**src/inc/osc_pkg.sv**
```systemverilog
package osc_pkg;
	// register map
	localparam logic [3:0] OSC_ADDR_STATUS = 4'h9;
	localparam logic [3:0] OSC_ADDR_PULSE = 4'ha;
	localparam logic [3:0] OSC_ADDR_CHECKSUM = 4'hb;
	// status register fields
	localparam int OSC_BIT_READY = 0;
	localparam int OSC_BIT_MISSED = 1;
	localparam int OSC_BIT_INT_EN = 2;
	localparam int OSC_BIT_UNUSED = 3;
	localparam int OSC_BIT_OVF_PULSE = 4;
	localparam int OSC_BIT_OVF_EN = 5;
	localparam int OSC_BIT_OVERFLOW = 6;
	localparam int OSC_BIT_STANDBY = 7;
	localparam logic [7:0] OSC_STATUS_RESET = 8'h00;
	localparam logic [7:0] OSC_CHECKSUM_RESET = 8'h00;
	// checksum feedback taps
	localparam logic [7:0] OSC_CHK_POLY = 8'h1d;
	// one-shot pulse length in cycles
	localparam int OSC_PULSE_CYCLES = 1;
endpackage : osc_pkg

```
**src/inc/osc_chk_if.sv**
```systemverilog
`timescale 1ns/1ns
interface osc_chk_if #(parameter int DW = 16);
	logic burst_strobe;
	logic frame_strobe;
	logic [DW-1:0] i_data;
	logic [DW-1:0] q_data;
	logic sync_fall;
	logic [7:0] checksum;
	modport ctl (output burst_strobe, output frame_strobe, output i_data,
		output q_data, output sync_fall, input checksum);
	modport gen (input burst_strobe, input frame_strobe, input i_data,
		input q_data, input sync_fall, output checksum);
endinterface : osc_chk_if

```
**src/logic/osc_checksum.sv**
```systemverilog
`timescale 1ns/1ns
module osc_checksum #(
	parameter int DW = 16
) (
	input wire logic clock_i,
	input wire logic rst_i,
	osc_chk_if.gen chk
);
	// ==========================================
	// non-linear feedback accumulator
	logic [7:0] acc_q;
	logic [7:0] acc_d;
	logic [7:0] fold;
	logic [7:0] hold_q;

	always_comb begin
		fold = 8'h00;
		for (int k = 0; k < DW; k++) begin
			fold[k % 8] = fold[k % 8] ^ chk.i_data[k] ^ chk.q_data[(k + 3) % DW];
		end
		fold[0] = fold[0] ^ chk.burst_strobe;
		fold[1] = fold[1] ^ chk.frame_strobe;
		// and-term makes the feedback non-linear
		acc_d = {acc_q[6:0], 1'b0} ^ fold ^ (acc_q[7] ? osc_pkg::OSC_CHK_POLY : 8'h00)
			^ {7'h00, acc_q[3] & acc_q[5]};
	end

	always_ff @(posedge clock_i or posedge rst_i) begin
		if (rst_i) begin
			acc_q <= osc_pkg::OSC_CHECKSUM_RESET;
			hold_q <= osc_pkg::OSC_CHECKSUM_RESET;
		end else if (chk.sync_fall) begin
			hold_q <= acc_q;
			acc_q <= osc_pkg::OSC_CHECKSUM_RESET;
		end else begin
			acc_q <= acc_d;
		end
	end

	assign chk.checksum = hold_q;

	a_chk_store: assert property (@(posedge clock_i) disable iff (rst_i)
		chk.sync_fall |=> hold_q == $past(acc_q) && acc_q == 8'h00)
		else $error("checksum not stored on sync fall");
endmodule : osc_checksum

```
**src/logic/osc_status_regs.sv**
```systemverilog
`timescale 1ns/1ns
// Function
// host sets ready bit 0 to arm; device clears it after capture
// sample arriving while ready is low sets missed bit 1
// writing zero clears missed; writing one leaves it
// interrupt enable bit 2 low holds interrupt pin high
// interrupt enable high makes interrupt pin follow ready
// pulse select bit 4 low: overflow pin is inverse of overflow flag
// pulse select and detect enable high: one-cycle low pulse per overflow
// detect enable bit 5 low: no overflow flag, no low overflow pin
// overflow while enabled sets sticky bit 6 until host clears
// writing zero clears overflow flag; writing one has no effect
// standby bit 7 freezes the block, keeps settings, output data invalid; code gates only capture, stuck, missed and overflow, checksum keeps running
// host should enable interrupt only after setting ready
// write 01h sets ready clears missed; 03h sets ready keeps missed
// capture coinciding with ready write leaves ready high, stuck
// host should clear ready before setting it again
// host clears missed on first arming, checks it later
// missed high while ready high tells host of stuck ready
// after ready drops host reads captured in-phase and quadrature data
// any write to address 10 pulses one-shot pin; data ignored
// eight-bit non-linear checksum of strobes and output bits
// sync falling stores checksum at address 11 and clears generator
// one-shot pin active low for one clock after the write
module osc_status_regs #(
	parameter int DW = 16
) (
	input wire logic clock_i,
	input wire logic rst_i,
	input wire logic [3:0] addr_i,
	input wire logic [7:0] wdata_i,
	input wire logic wr_i,
	input wire logic rd_i,
	output logic [7:0] rdata_o,
	input wire logic sample_valid_i,
	input wire logic [DW-1:0] i_data_i,
	input wire logic [DW-1:0] q_data_i,
	input wire logic burst_strobe_out_i,
	input wire logic frame_strobe_out_i,
	input wire logic sync_i,
	input wire logic overflow_i,
	output logic [DW-1:0] cap_i_o,
	output logic [DW-1:0] cap_q_o,
	output logic int_n_o,
	output logic ovf_pin_n_o,
	output logic pulse_out_n_o,
	output logic standby_o
);
	// refuse sample widths the capture and checksum paths cannot serve
	if (DW < 1 || DW > 64) begin : g_bad_width
		$error("data width out of range");
	end

	// ==========================================
	// status register bits
	logic ready_q;
	logic missed_q;
	logic int_en_q;
	logic spare_q;
	logic ovf_pulse_sel_q;
	logic ovf_detect_en_q;
	logic overflow_q;
	logic standby_q;
	logic wr_status;
	logic wr_pulse;
	logic capture;
	logic ovf_event;
	logic stuck_q;
	logic arm_clash;

	assign wr_status = wr_i && addr_i == osc_pkg::OSC_ADDR_STATUS;
	assign wr_pulse = wr_i && addr_i == osc_pkg::OSC_ADDR_PULSE;
	// standby freezes capture activity
	assign capture = sample_valid_i && ready_q && !stuck_q && !standby_q;
	// sample landing on the arming write leaves ready stuck high
	assign arm_clash = sample_valid_i && wr_status && !standby_q
		&& wdata_i[osc_pkg::OSC_BIT_READY];
	assign ovf_event = overflow_i && ovf_detect_en_q && !standby_q;

	always_ff @(posedge clock_i or posedge rst_i) begin
		if (rst_i) begin
			ready_q <= osc_pkg::OSC_STATUS_RESET[osc_pkg::OSC_BIT_READY];
		end else if (wr_status) begin
			// a write wins over a coinciding capture
			ready_q <= wdata_i[osc_pkg::OSC_BIT_READY]; // see R1
		end else if (capture) begin
			ready_q <= 1'b0;
		end
	end

	// stuck ready blocks captures until ready is cleared and set again
	always_ff @(posedge clock_i or posedge rst_i) begin
		if (rst_i) begin
			stuck_q <= 1'b0;
		end else if (arm_clash) begin
			stuck_q <= 1'b1;
		end else if (wr_status && !wdata_i[osc_pkg::OSC_BIT_READY]) begin
			stuck_q <= 1'b0;
		end
	end

	always_ff @(posedge clock_i or posedge rst_i) begin
		if (rst_i) begin
			missed_q <= osc_pkg::OSC_STATUS_RESET[osc_pkg::OSC_BIT_MISSED];
		end else if (sample_valid_i && !standby_q && (!ready_q || wr_status)) begin
			// a sample during the arming write still counts as missed
			missed_q <= 1'b1; // see R2
		end else if (wr_status && !wdata_i[osc_pkg::OSC_BIT_MISSED]) begin
			missed_q <= 1'b0; // see R3
		end
	end

	always_ff @(posedge clock_i or posedge rst_i) begin
		if (rst_i) begin
			int_en_q <= osc_pkg::OSC_STATUS_RESET[osc_pkg::OSC_BIT_INT_EN];
			spare_q <= osc_pkg::OSC_STATUS_RESET[osc_pkg::OSC_BIT_UNUSED];
			ovf_pulse_sel_q <= osc_pkg::OSC_STATUS_RESET[osc_pkg::OSC_BIT_OVF_PULSE];
			ovf_detect_en_q <= osc_pkg::OSC_STATUS_RESET[osc_pkg::OSC_BIT_OVF_EN];
			standby_q <= osc_pkg::OSC_STATUS_RESET[osc_pkg::OSC_BIT_STANDBY];
		end else if (wr_status) begin
			int_en_q <= wdata_i[osc_pkg::OSC_BIT_INT_EN];
			spare_q <= wdata_i[osc_pkg::OSC_BIT_UNUSED];
			ovf_pulse_sel_q <= wdata_i[osc_pkg::OSC_BIT_OVF_PULSE];
			ovf_detect_en_q <= wdata_i[osc_pkg::OSC_BIT_OVF_EN];
			standby_q <= wdata_i[osc_pkg::OSC_BIT_STANDBY];
		end
	end

	always_ff @(posedge clock_i or posedge rst_i) begin
		if (rst_i) begin
			overflow_q <= osc_pkg::OSC_STATUS_RESET[osc_pkg::OSC_BIT_OVERFLOW];
		end else if (ovf_event) begin
			overflow_q <= 1'b1;
		end else if (wr_status && !wdata_i[osc_pkg::OSC_BIT_OVERFLOW]) begin
			overflow_q <= 1'b0;
		end
	end

	// ==========================================
	// captured sample
	always_ff @(posedge clock_i or posedge rst_i) begin
		if (rst_i) begin
			cap_i_o <= '0;
			cap_q_o <= '0;
		end else if (capture) begin
			cap_i_o <= i_data_i;
			cap_q_o <= q_data_i;
		end
	end

	// ==========================================
	// output pins
	logic ovf_pin_n_q;
	logic pulse_n_q;

	always_ff @(posedge clock_i or posedge rst_i) begin
		if (rst_i) begin
			ovf_pin_n_q <= 1'b1;
		end else if (!ovf_detect_en_q) begin
			ovf_pin_n_q <= 1'b1;
		end else if (ovf_pulse_sel_q) begin
			ovf_pin_n_q <= !ovf_event;
		end else begin
			ovf_pin_n_q <= !(overflow_q || ovf_event);
		end
	end

	always_ff @(posedge clock_i or posedge rst_i) begin
		if (rst_i) begin
			pulse_n_q <= 1'b1;
		end else begin
			pulse_n_q <= !wr_pulse; // see R19
		end
	end

	assign int_n_o = int_en_q ? ready_q : 1'b1; // see R4
	assign ovf_pin_n_o = ovf_pin_n_q;
	assign pulse_out_n_o = pulse_n_q;
	assign standby_o = standby_q;

	// ==========================================
	// checksum generator
	osc_chk_if #(.DW(DW)) chk_bus();
	logic sync_q;

	always_ff @(posedge clock_i or posedge rst_i) begin
		if (rst_i) begin
			sync_q <= 1'b1;
		end else begin
			sync_q <= sync_i;
		end
	end

	assign chk_bus.burst_strobe = burst_strobe_out_i;
	assign chk_bus.frame_strobe = frame_strobe_out_i;
	assign chk_bus.i_data = i_data_i;
	assign chk_bus.q_data = q_data_i;
	assign chk_bus.sync_fall = sync_q && !sync_i;

	osc_checksum #(.DW(DW)) u_checksum (
		.clock_i(clock_i),
		.rst_i(rst_i),
		.chk(chk_bus.gen)
	);

	// ==========================================
	// read port
	logic [7:0] status_rd;

	assign status_rd = {standby_q, overflow_q, ovf_detect_en_q,
		ovf_pulse_sel_q, spare_q, int_en_q, missed_q, ready_q};

	always_ff @(posedge clock_i or posedge rst_i) begin
		if (rst_i) begin
			rdata_o <= 8'h00;
		end else if (rd_i) begin
			case (addr_i)
				osc_pkg::OSC_ADDR_STATUS: rdata_o <= status_rd;
				osc_pkg::OSC_ADDR_CHECKSUM: rdata_o <= chk_bus.checksum;
				default: rdata_o <= 8'h00;
			endcase
		end else begin
			rdata_o <= 8'h00;
		end
	end

	// ==========================================
	// checks
	a_ready_capture: assert property (@(posedge clock_i) disable iff (rst_i)
		capture && !wr_status |=> !ready_q)
		else $error("ready not cleared after capture");
	a_missed_set: assert property (@(posedge clock_i) disable iff (rst_i)
		sample_valid_i && !ready_q && !standby_q |=> missed_q)
		else $error("missed not set");
	a_missed_keep: assert property (@(posedge clock_i) disable iff (rst_i)
		wr_status && wdata_i[1] && missed_q |=> missed_q)
		else $error("missed cleared by writing one");
	a_int_off: assert property (@(posedge clock_i) disable iff (rst_i)
		!int_en_q |-> int_n_o)
		else $error("interrupt low while disabled");
	a_int_follow: assert property (@(posedge clock_i) disable iff (rst_i)
		capture && int_en_q && !wr_status |=> !int_n_o)
		else $error("interrupt did not drop on capture");
	a_ovf_level: assert property (@(posedge clock_i) disable iff (rst_i)
		ovf_detect_en_q && !ovf_pulse_sel_q && overflow_q
		|=> ovf_detect_en_q |-> !ovf_pin_n_o)
		else $error("overflow pin not following flag");
	a_ovf_pulse: assert property (@(posedge clock_i) disable iff (rst_i)
		ovf_detect_en_q && ovf_pulse_sel_q && ovf_event && !wr_status
		|=> !ovf_pin_n_o)
		else $error("overflow pulse missing");
	a_ovf_quiet: assert property (@(posedge clock_i) disable iff (rst_i)
		!ovf_detect_en_q && !overflow_q |=> !overflow_q)
		else $error("overflow set while detection off");
	a_ovf_pin_off: assert property (@(posedge clock_i) disable iff (rst_i)
		!ovf_detect_en_q |=> ovf_pin_n_o)
		else $error("overflow pin low while detection off");
	a_stuck_hold: assert property (@(posedge clock_i) disable iff (rst_i)
		stuck_q && sample_valid_i && !wr_status |=> ready_q)
		else $error("stuck ready cleared by sample");
	a_ovf_sticky: assert property (@(posedge clock_i) disable iff (rst_i)
		overflow_q && !(wr_status && !wdata_i[6]) |=> overflow_q)
		else $error("overflow flag dropped");
	a_ovf_clear: assert property (@(posedge clock_i) disable iff (rst_i)
		wr_status && !wdata_i[6] && !ovf_event |=> !overflow_q)
		else $error("overflow not cleared");
	a_arm_write: assert property (@(posedge clock_i) disable iff (rst_i)
		wr_status && wdata_i == 8'h01 && !sample_valid_i
		|=> ready_q && !missed_q)
		else $error("arming write wrong");
	a_pulse_once: assert property (@(posedge clock_i) disable iff (rst_i) // see R19
		wr_pulse |=> !pulse_out_n_o ##1 (pulse_out_n_o || $past(wr_pulse)))
		else $error("one-shot pulse wrong");

	c_capture: cover property (@(posedge clock_i) disable iff (rst_i)
		capture);
	c_stuck: cover property (@(posedge clock_i) disable iff (rst_i)
		arm_clash);
	c_ovf_pulse: cover property (@(posedge clock_i) disable iff (rst_i)
		ovf_event && ovf_pulse_sel_q);
	c_sync: cover property (@(posedge clock_i) disable iff (rst_i)
		chk_bus.sync_fall);
endmodule : osc_status_regs

```
**config.mk**
```make
export PLATFORM = sky130hd
export DESIGN_NAME = osc_status_regs
export DESIGN_NICKNAME = d
export VERILOG_FILES = /design/src/inc/osc_pkg.sv /design/src/inc/osc_chk_if.sv /design/src/logic/osc_checksum.sv /design/src/logic/osc_status_regs.sv
export SDC_FILE = /design/constraint.sdc
export NUM_CORES = 1
export LEC_CHECK = 0
export BUFFER_PORTS_ARGS = -buffer_cell sky130_fd_sc_hd__clkbuf_2
export CORE_MARGIN = 4
export CORE_UTILIZATION = 43
export DETAILED_ROUTE_END_ITERATION = 7
export PLACE_DENSITY_LB_ADDON = 0.08
export SYNTH_ARGS = -nofsm -noshare
export SYNTH_HDL_FRONTEND = slang
export SYNTH_SLANG_ARGS = --single-unit
```
**constraint.sdc**
```tcl
create_clock -name clock_i -period 1.9 [get_ports clock_i]
set_input_delay 0.19 -clock clock_i [delete_from_list [all_inputs] [get_ports clock_i]]
set_output_delay 0.19 -clock clock_i [all_outputs]
set_load 0.01 [all_outputs]
```
==> results of run 1 <==
[flip-flops by register name (all words and copies together), names as in the netlist]
name	count
sync_q	1
int_en_q	1
u_checksum.acc_q	8
stuck_q	1
missed_q	1
standby_o	1
ready_q	1
ovf_pulse_sel_q	1
spare_q	1
overflow_q	1
cap_i_o	16
ovf_pin_n_o	1
ovf_detect_en_q	1
pulse_out_n_o	1
rdata_o	8
u_checksum.chk.checksum	8
cap_q_o	16
[kinds of logic (layout without fill, tap and decap cells)]
family	after synthesis	in the layout	share of synthesized area [%]
XOR/XNOR	38	38	11.4
AND/OR/NAND/NOR	32	32	6.99
flip-flops	68	68	58.4
buffers and inverters	12	121	2.49
multiplexers	45	45	17.4
AO/OA/AOI/OAI	14	14	3.34
[where the power goes]
group | switching (mW) | internal, mW
registers | 0.351 | 2.02
logic | 0.725 | 0.949
clock network | 0.518 | 0.842
total | 1.59 | 3.81
[stage by stage]
step	cell area [um^2]	hold slack, ps
2_1_floorplan	2920	194
3_3_place_gp	3490	281
3_5_place_dp	3490	280
4_1_cts	3740	21.9
5_1_grt	3740	45.7
6_report	3740	35.8
[area by class of cell]
type                       count  area (um^2)
fill                         568         2710
multi-input combinational    129         1140
sequential                    68         1710
tap                           77         96.3
timing repair buffer         102          556
clock buffer                  12          165
inverter                       3         11.3
clock inverter                 4         70.1
[worst paths after layout]
kind,endpoint,slack [ps],cells after the start
hold / removal,pulse_out_n_o$_DFF_PP1_,40,2
min in group asynchronous,rdata_o[2]$_DFF_PP0_,450,4
setup / recovery,cap_q_o[12]$_DFFE_PP0P_,360,4
max in group asynchronous,ovf_pin_n_o$_DFF_PP1_,1130,4
setup reg to reg,cap_q_o[12]$_DFFE_PP0P_,360,4
hold reg to reg,cap_i_o[6]$_DFFE_PP0P_,510,1
[worst max-delay path, cell delays in order, from the launching register on]
cell	delay (ps)
dfrtp_1	420
nand2b_4	180
nor3b_4	230
buf_12	240
mux2_2	360
[routing by layer]
layer	share of wire (%)	vias to the layer above	wire length, um
li1	-	919	-
met1	45	890	2540
met2	46	61	2570
met3	7.1	8	397
met4	1.7	0	93
met5	0	-	0
[Yosys cell counts]
master     n  share of area, %
a22oi_1    8               2.1
o22a_1     1              0.30
nand2b_1   1              0.21
mux2_2    45                17
nor4bb_1   1              0.34
nand3b_1   3              0.77
xor2_1     3              0.90
a32oi_1    1              0.30
nor2b_1   11               2.4
buf_6      3               1.2
nor3b_4    1              0.64
dfrtp_1   65                56
nor2_1     9               1.2
nand2b_4   1              0.47
inv_1      3              0.39
and4b_1    1              0.34
nand2_1    3              0.39
dfstp_2    3               2.7
xnor2_1   35                11
clkbuf_1   2              0.26
and3b_1    1              0.30
buf_2      4              0.69
o21ai_0    4              0.69
==> metrics.csv, run 1 <==
metric;value;unit
crit_arrival;1750;ps
pre_cts_slack;360;ps
post-place-cells;377;
ys_seq_area_share;58.4;%
min_period;1540;ps
startpoint_type;flip-flop;
gp_congestion;0.726;
htreeDepth;3;
ctsRootBufferMaster;clkbuf_8;
clk_path_buf_depth;2;
grt_pass1_wl;9740;um
hpwl;4060;um
cts.sinks;68;
synth_area;2920;um^2
insertion_delay;330;ps
grt_pass1_vias;2049;
cts_tree;done;
hold_viol_final;0;
final_common_cell;clkbuf_2;
cap_violations;0;
yosys_register_bits;68;
yosysWarnings;0;
grt_use_met2;22.8;%
ant_nets;0;
dieArea;8170;um^2
port-buffer-count;96;
power_density;1440;nW/um^2
drive_gt1_share;52.5;%
worst_ep_required_time;2110;ps
rsz0062_at_grt;false;
synth_fp_nets;262;
fin_crit_sh;81.0;%
viasPerCell;4.75;
drt_iter0_markers;77;
final_cell_mix;clkbuf_2 (96), dfrtp_1 (65), mux2_2 (45);
antenna_found_initial;0;
syn-instance-count;209;
drt-total-wl;5600;um
cts_hold_buffers;2;
drtPass1Iterations;4;
use_met1;19.0;%
start_util;45.2;%
hold_path_class;input pin to flip-flop;
grt_max_degree;69;
numCtsBuffers;9;
slew_headroom;65.2;%
die_width;90.4;um
post-cts-setup-buffer-count;0;
ctsResizeCount;0;
fin_worst_skew;7.98;ps
die_h;90.4;um
p_total;5.40;mW
grt_overflow_total;0;
met3_usage;5.00;%
crit_fanout;33;
leakagePower;1.78;nW
min-delay-start;addr_i[1];
drc;0;
clk_pin_slew;70;ps
grt_busiest_layer;met2;
area_growth;28.3;%
final_cells;395;
final_core_util;58.0;%
path_class;flip-flop to flip-flop;
io_pins;97;
r2r-start;standby_o$_DFFE_PP0P_;
slew_viol_final;0;
synth_area_per_cell;14.0;um^2
row_count;29;
peakVddDrop;0.697;mV
end_kind;flip-flop;
worstMarginPinSlew;521;ps
fin_nets;366;
synth.distinct_cells;23;
wl_per_cell;14.2;um
run_status;completed;
finalSetupTns;0;ps
grt_usage;15.0;%
startpoint;standby_o$_DFFE_PP0P_;
diodes;0;
clock.fmax;0.650;GHz
finalWorstSetupSlack;362;ps
core_region_area;6460;um^2
setup_viol;0;
dr_total_vias;1878;
(Power assumes the default switching activity.)
==> run 2, diff against run 1 <==
==> constraint.sdc (replaced) <==
create_clock -name clock_i -period 1.5 [get_ports clock_i]
set_input_delay 0.15 -clock clock_i [delete_from_list [all_inputs] [get_ports clock_i]]
set_output_delay 0.15 -clock clock_i [all_outputs]
set_load 0.01 [all_outputs]
==> run 2 against run 1 <==
Against the previous run:
- utilization rose by 0.37 points
- non-clock buffer count up 7
- combinational power grew 31%
- global-route usage shrank 0.56 points
- critical path type unchanged
- largest cell class unchanged
==> metrics.csv, run 2 (same netlist as run 1, synthesis figures left out) <==
metric;value;unit
cap_violations;0;
antenna_found_initial;0;
leakagePower;1.78;nW
hold_path_class;input pin to flip-flop;
grt_max_degree;69;
p_switching;2.01;mW
path_class;flip-flop to flip-flop;
worstMarginPinSlew;357;ps
slew_viol_final;0;
diodes;0;
fin_crit_sh;98.3;%
ant_nets;0;
drt_iter0_markers;53;
cts_tree;done;
hold_viol_final;0;
pwr-share-clk;19.6;%
crit_arrival;1690;ps
p_seq_share;46.7;%
insertion_delay;330;ps
end_kind;flip-flop;
power_density;1710;nW/um^2
drtPass1Iterations;4;
p_int;4.44;mW
cts.sinks;68;
grt_pass1_vias;2004;
pwr-share-comb;33.8;%
htreeDepth;3;
fin_nets;373;
worst_ep_required_time;1710;ps
slew_headroom;76.2;%
grt_usage;14.4;%
drive_gt1_share;52.0;%
final_core_util;58.3;%
die_h;90.4;um
pre_cts_slack;18.6;ps
final_common_cell;clkbuf_2;
io_pins;97;
wl_per_cell;14.4;um
dieArea;8170;um^2
run_status;completed;
peakVddDrop;0.947;mV
finalWorstSetupSlack;24.8;ps
p_total;6.45;mW
start_util;45.2;%
finalSetupTns;0;ps
startpoint_type;flip-flop;
die_width;90.4;um
final_cell_mix;clkbuf_2 (96), dfrtp_1 (65), mux2_2 (44);
row_count;29;
ctsRootBufferMaster;clkbuf_8;
gp_congestion;0.724;
min_period;1480;ps
dr_total_vias;1921;
core_region_area;6460;um^2
reg.largest.list;cap_i_o (16), cap_q_o (16);
clock.fmax;0.678;GHz
p_sw_share;31.1;%
grt_overflow_total;0;
setup_viol;0;
grt_pass1_wl;9400;um
clk_pin_slew;70;ps
fin_worst_skew;5.18;ps
hpwl;4090;um
port-buffer-count;96;
viasPerCell;4.78;
crit_fanout;8;
numCtsBuffers;9;
clk_path_buf_depth;2;
area_growth;29.1;%
drc;0;
rsz0062_at_grt;true;
drt-total-wl;5780;um
## run 2: changes by cell type in the layout (fill, tap and decap cells not counted), moves of 2 or more
cell / change
clkbuf_1: +4
bufinv_16: -2
clkbuf_8: -2
buf_4: +3
## run 2: worst max-delay path: stages (launching register included)
cell and delay (ps):
dfrtp_1 380, nand2b_4 160, nor3b_4 180, buf_4 160
clkbuf_16 160, mux2_2 330
## run 2: area by class of cell
type / count / area (um^2)
well taps: 77 / 96.3
clock buffers: 14 / 153
flip-flops and latches: 68 / 1710
fillers: 580 / 2690
clock inverters: 2 / 10.0
inverters: 3 / 15.0
repair buffers: 109 / 644
multi-input cells: 129 / 1140
## run 2: power groups by stage
stage          sequential, mW  combinational, mW  clock, mW
3_3_place_gp             3.02               2.13          0
6_report                 3.01               2.18       1.26
5_1_grt                  3.11               2.40       1.39
2_1_floorplan            3.13               1.25          0
3_5_place_dp             3.04               2.18          0
4_1_cts                  3.02               2.19       1.32
## run 2: path summary, 6_finish.rpt
path | from | to | slack [ps] | cells after the start
max | standby_o$_DFFE_PP0P_ | cap_q_o[1]$_DFFE_PP0P_ | 20 | 5
min | wdata_i[5] | ovf_detect_en_q$_DFFE_PP0P_ | 50 | 2
max reg2reg | standby_o$_DFFE_PP0P_ | cap_q_o[1]$_DFFE_PP0P_ | 20 | 5
min reg2reg | ovf_detect_en_q$_DFFE_PP0P_ | ovf_pin_n_o$_DFF_PP1_ | 500 | 1
max in group asynchronous | rst_i | sync_q$_DFF_PP1_ | 740 | 4
min in group asynchronous | rst_i | rdata_o[2]$_DFF_PP0_ | 450 | 4
## run 2: repair_timing
| item | in CTS | in global routing |
|---|---|---|
| hold endpoints to repair | 67 | 0 |
| resized for setup | 0 | 1 |
| endpoints found under the setup margin | 0 | 29 |
| hold buffers | 3 | 0 |
| buffers inserted | 0 | 2 |
## run 2: layer usage
metal,global-route usage [%],share of wire (%),up-vias
li1,-,-,932
met1,19.1,46,915
met2,21.5,46,65
met3,4.25,6.7,9
met4,7.27,1.6,0
met5,0,0,-
## run 2: per-stage QoR
step | hold slack (ps) | instances | area [um^2]
floorplan | 154 | 209 | 2920
global placement | 255 | 379 | 3520
CTS | 37.1 | 398 | 3710
finish | 53.2 | 402 | 3770
global route | 56.3 | 402 | 3770
detailed placement | 259 | 379 | 3520
==> run 3, diff against run 2 <==
==> constraint.sdc (replaced) <==
create_clock -name clock_i -period 1.5 [get_ports clock_i]
set_input_delay 0.15 -clock clock_i [delete_from_list [all_inputs] [get_ports clock_i]]
set_output_delay 0.15 -clock clock_i [all_outputs]
set_load 0.02 [all_outputs]
==> run 3 against run 2 <==
Against the previous run:
- the flow now finishes with violations (setup timing)
- total power rose by 7.1%
- clock power barely moved
- critical path depth did not move
- die area is the same
- sequential power hardly changed
- utilization grew 0.70 points
- maximum frequency shrank 2.7%
- global-route usage rose by 0.61 points
- worst hold slack improved by 5.0 ps
- largest power group unchanged
- highest routed layer unchanged
==> metrics.csv, run 3 (same netlist as run 1, synthesis figures left out) <==
metric;value;unit
run_status;finished with violations;
failed_checks;setup timing;
insertion_delay;330;ps
wl_per_cell;14.8;um
grt_pass1_vias;2072;
grt_pass1_wl;9830;um
diodes;0;
peakVddDrop;1.01;mV
numCtsBuffers;9;
row_count;29;
drt_iter0_markers;75;
fin_worst_skew;5.12;ps
crit_arrival;1730;ps
path_class;flip-flop to flip-flop;
dieArea;8170;um^2
io_pins;97;
final_cell_mix;clkbuf_2 (96), dfrtp_1 (64), mux2_2 (37);
setup_viol;17;
antenna_found_initial;0;
die_width;90.4;um
clk_pin_slew;60;ps
hold_path_class;input pin to flip-flop;
r2r_setup_slack;-20;ps
startpoint_type;flip-flop;
fin_nets;374;
critPathMaxStageDelay;400;ps
rsz0062_at_grt;true;
area_growth;30.6;%
reg.largest.list;cap_i_o (16), cap_q_o (16);
power_density;1810;nW/um^2
drt-total-wl;5950;um
slew_headroom;74.8;%
crit_slowest_cell;dfrtp_2;
dpl_cell_area;3520;um^2
ctsRootBufferMaster;clkbuf_8;
htreeDepth;3;
ant_nets;0;
clock.fmax;0.660;GHz
final_common_cell;clkbuf_2;
cts.sinks;68;
start_util;45.2;%
leakagePower;1.81;nW
slew_viol_final;0;
min_period;1520;ps
worstMarginPinSlew;378;ps
drive_gt1_share;52.9;%
fin_crit_sh;101;%
crit_fanout;9;
cts_tree;done;
core_region_area;6460;um^2
port-buffer-count;96;
grt_usage;15.0;%
cap_violations;0;
finalWorstSetupSlack;-15.9;ps
post-place-cells;379;
dr_total_vias;1941;
drtPass1Iterations;4;
stdcell_area;3810;um^2
viasPerCell;4.83;
worst_ep_required_time;1710;ps
end_kind;flip-flop;
cp_cell_sequence;nand2b_4, nor3b_4, buf_6, buf_12, mux2_2;
grt_overflow_total;0;
die_h;90.4;um
gp_congestion;0.731;
drc;0;
clk_path_buf_depth;2;
grt_max_degree;69;
final_cells;402;
hold_viol_final;0;
hpwl;4080;um
-- run 3: cell count changes in the layout (fill, tap and decap cells not counted) --
| cell | delta |
|---|---|
| clkbuf_1 | -2 |
| mux2_4 | +7 |
| mux2_2 | -7 |
| buf_6 | +1 |
| dfrtp_2 | +1 |
| dfrtp_1 | -1 |
| clkbuf_8 | +1 |
-- run 3: layer usage --
layer	global-route usage, %	wire length, um
met1	19.1	2670
met2	23.5	2780
met3	6.67	453
met4	3.95	49
met5	0	0
-- run 3: timing repair --
| item | in CTS | in global routing |
|---|---|---|
| hold buffers | 3 | 0 |
| resized for setup | 1 | 10 |
| pin swaps | 0 | 1 |
| setup endpoints to repair | 27 | 32 |
| cloned | 1 | 1 |
| setup buffers | 2 | 2 |
| endpoints found under the hold margin | 67 | 0 |
-- run 3: report_power, final --
| group | total [mW] | switching [mW] | internal, mW | leakage, nW |
|---|---|---|---|---|
| Combinational | 2.61 | 1.30 | 1.31 | 0.888 |
| Clock | 1.29 | 0.617 | 0.677 | 0.0893 |
| Sequential | 3.00 | 0.446 | 2.55 | 0.833 |
| Total | 6.90 | 2.36 | 4.54 | 1.81 |
-- run 3: layout make-up --
cell class | instances | area [um^2]
multi-input combinational | 129 | 1170
fill | 561 | 2650
timing repair buffer | 110 | 656
clock inverter | 2 | 10.0
tap | 77 | 96.3
sequential | 68 | 1710
inverter | 3 | 15.0
clock buffer | 13 | 159
-- run 3: per-stage QoR --
stage / hold WS (ps) / utilization (%) / power (mW) / worst slack, ps / setup TNS, ps
2_1_floorplan: 154 / - / 4.73 / -61.1 / -1740
3_3_place_gp: 252 / 54.5 / 5.51 / 36.8 / 0
3_5_place_dp: 256 / 54.5 / 5.56 / -12.4 / -139
4_1_cts: 34.8 / 58.3 / 6.93 / -6.35 / -76.9
5_1_grt: 31.7 / 59.0 / 7.38 / -49.1 / -1010
6_report: 58.2 / 59.0 / 6.90 / -15.9 / -186
-- run 3: final timing paths --
| check | cells after the start | endpoint | start |
|---|---|---|---|
| min | 2 | pulse_out_n_o$_DFF_PP1_ | addr_i[0] |
| max in group asynchronous | 4 | ovf_pin_n_o$_DFF_PP1_ | rst_i |
| max | 5 | cap_i_o[13]$_DFFE_PP0P_ | standby_o$_DFFE_PP0P_ |
| min reg2reg | 1 | ovf_pin_n_o$_DFF_PP1_ | ovf_detect_en_q$_DFFE_PP0P_ |
| min in group asynchronous | 4 | rdata_o[5]$_DFF_PP0_ | rst_i |
| max reg2reg | 5 | cap_i_o[13]$_DFFE_PP0P_ | standby_o$_DFFE_PP0P_ |
-- run 3: worst max-delay path: cells and delay by family, from the launching register on --
| family | cells | cell delay (ps) |
|---|---|---|
| AND/OR/NAND/NOR | 2 | 380 |
| buffers and inverters | 2 | 280 |
| flip-flops | 1 | 400 |
| multiplexers | 1 | 330 |
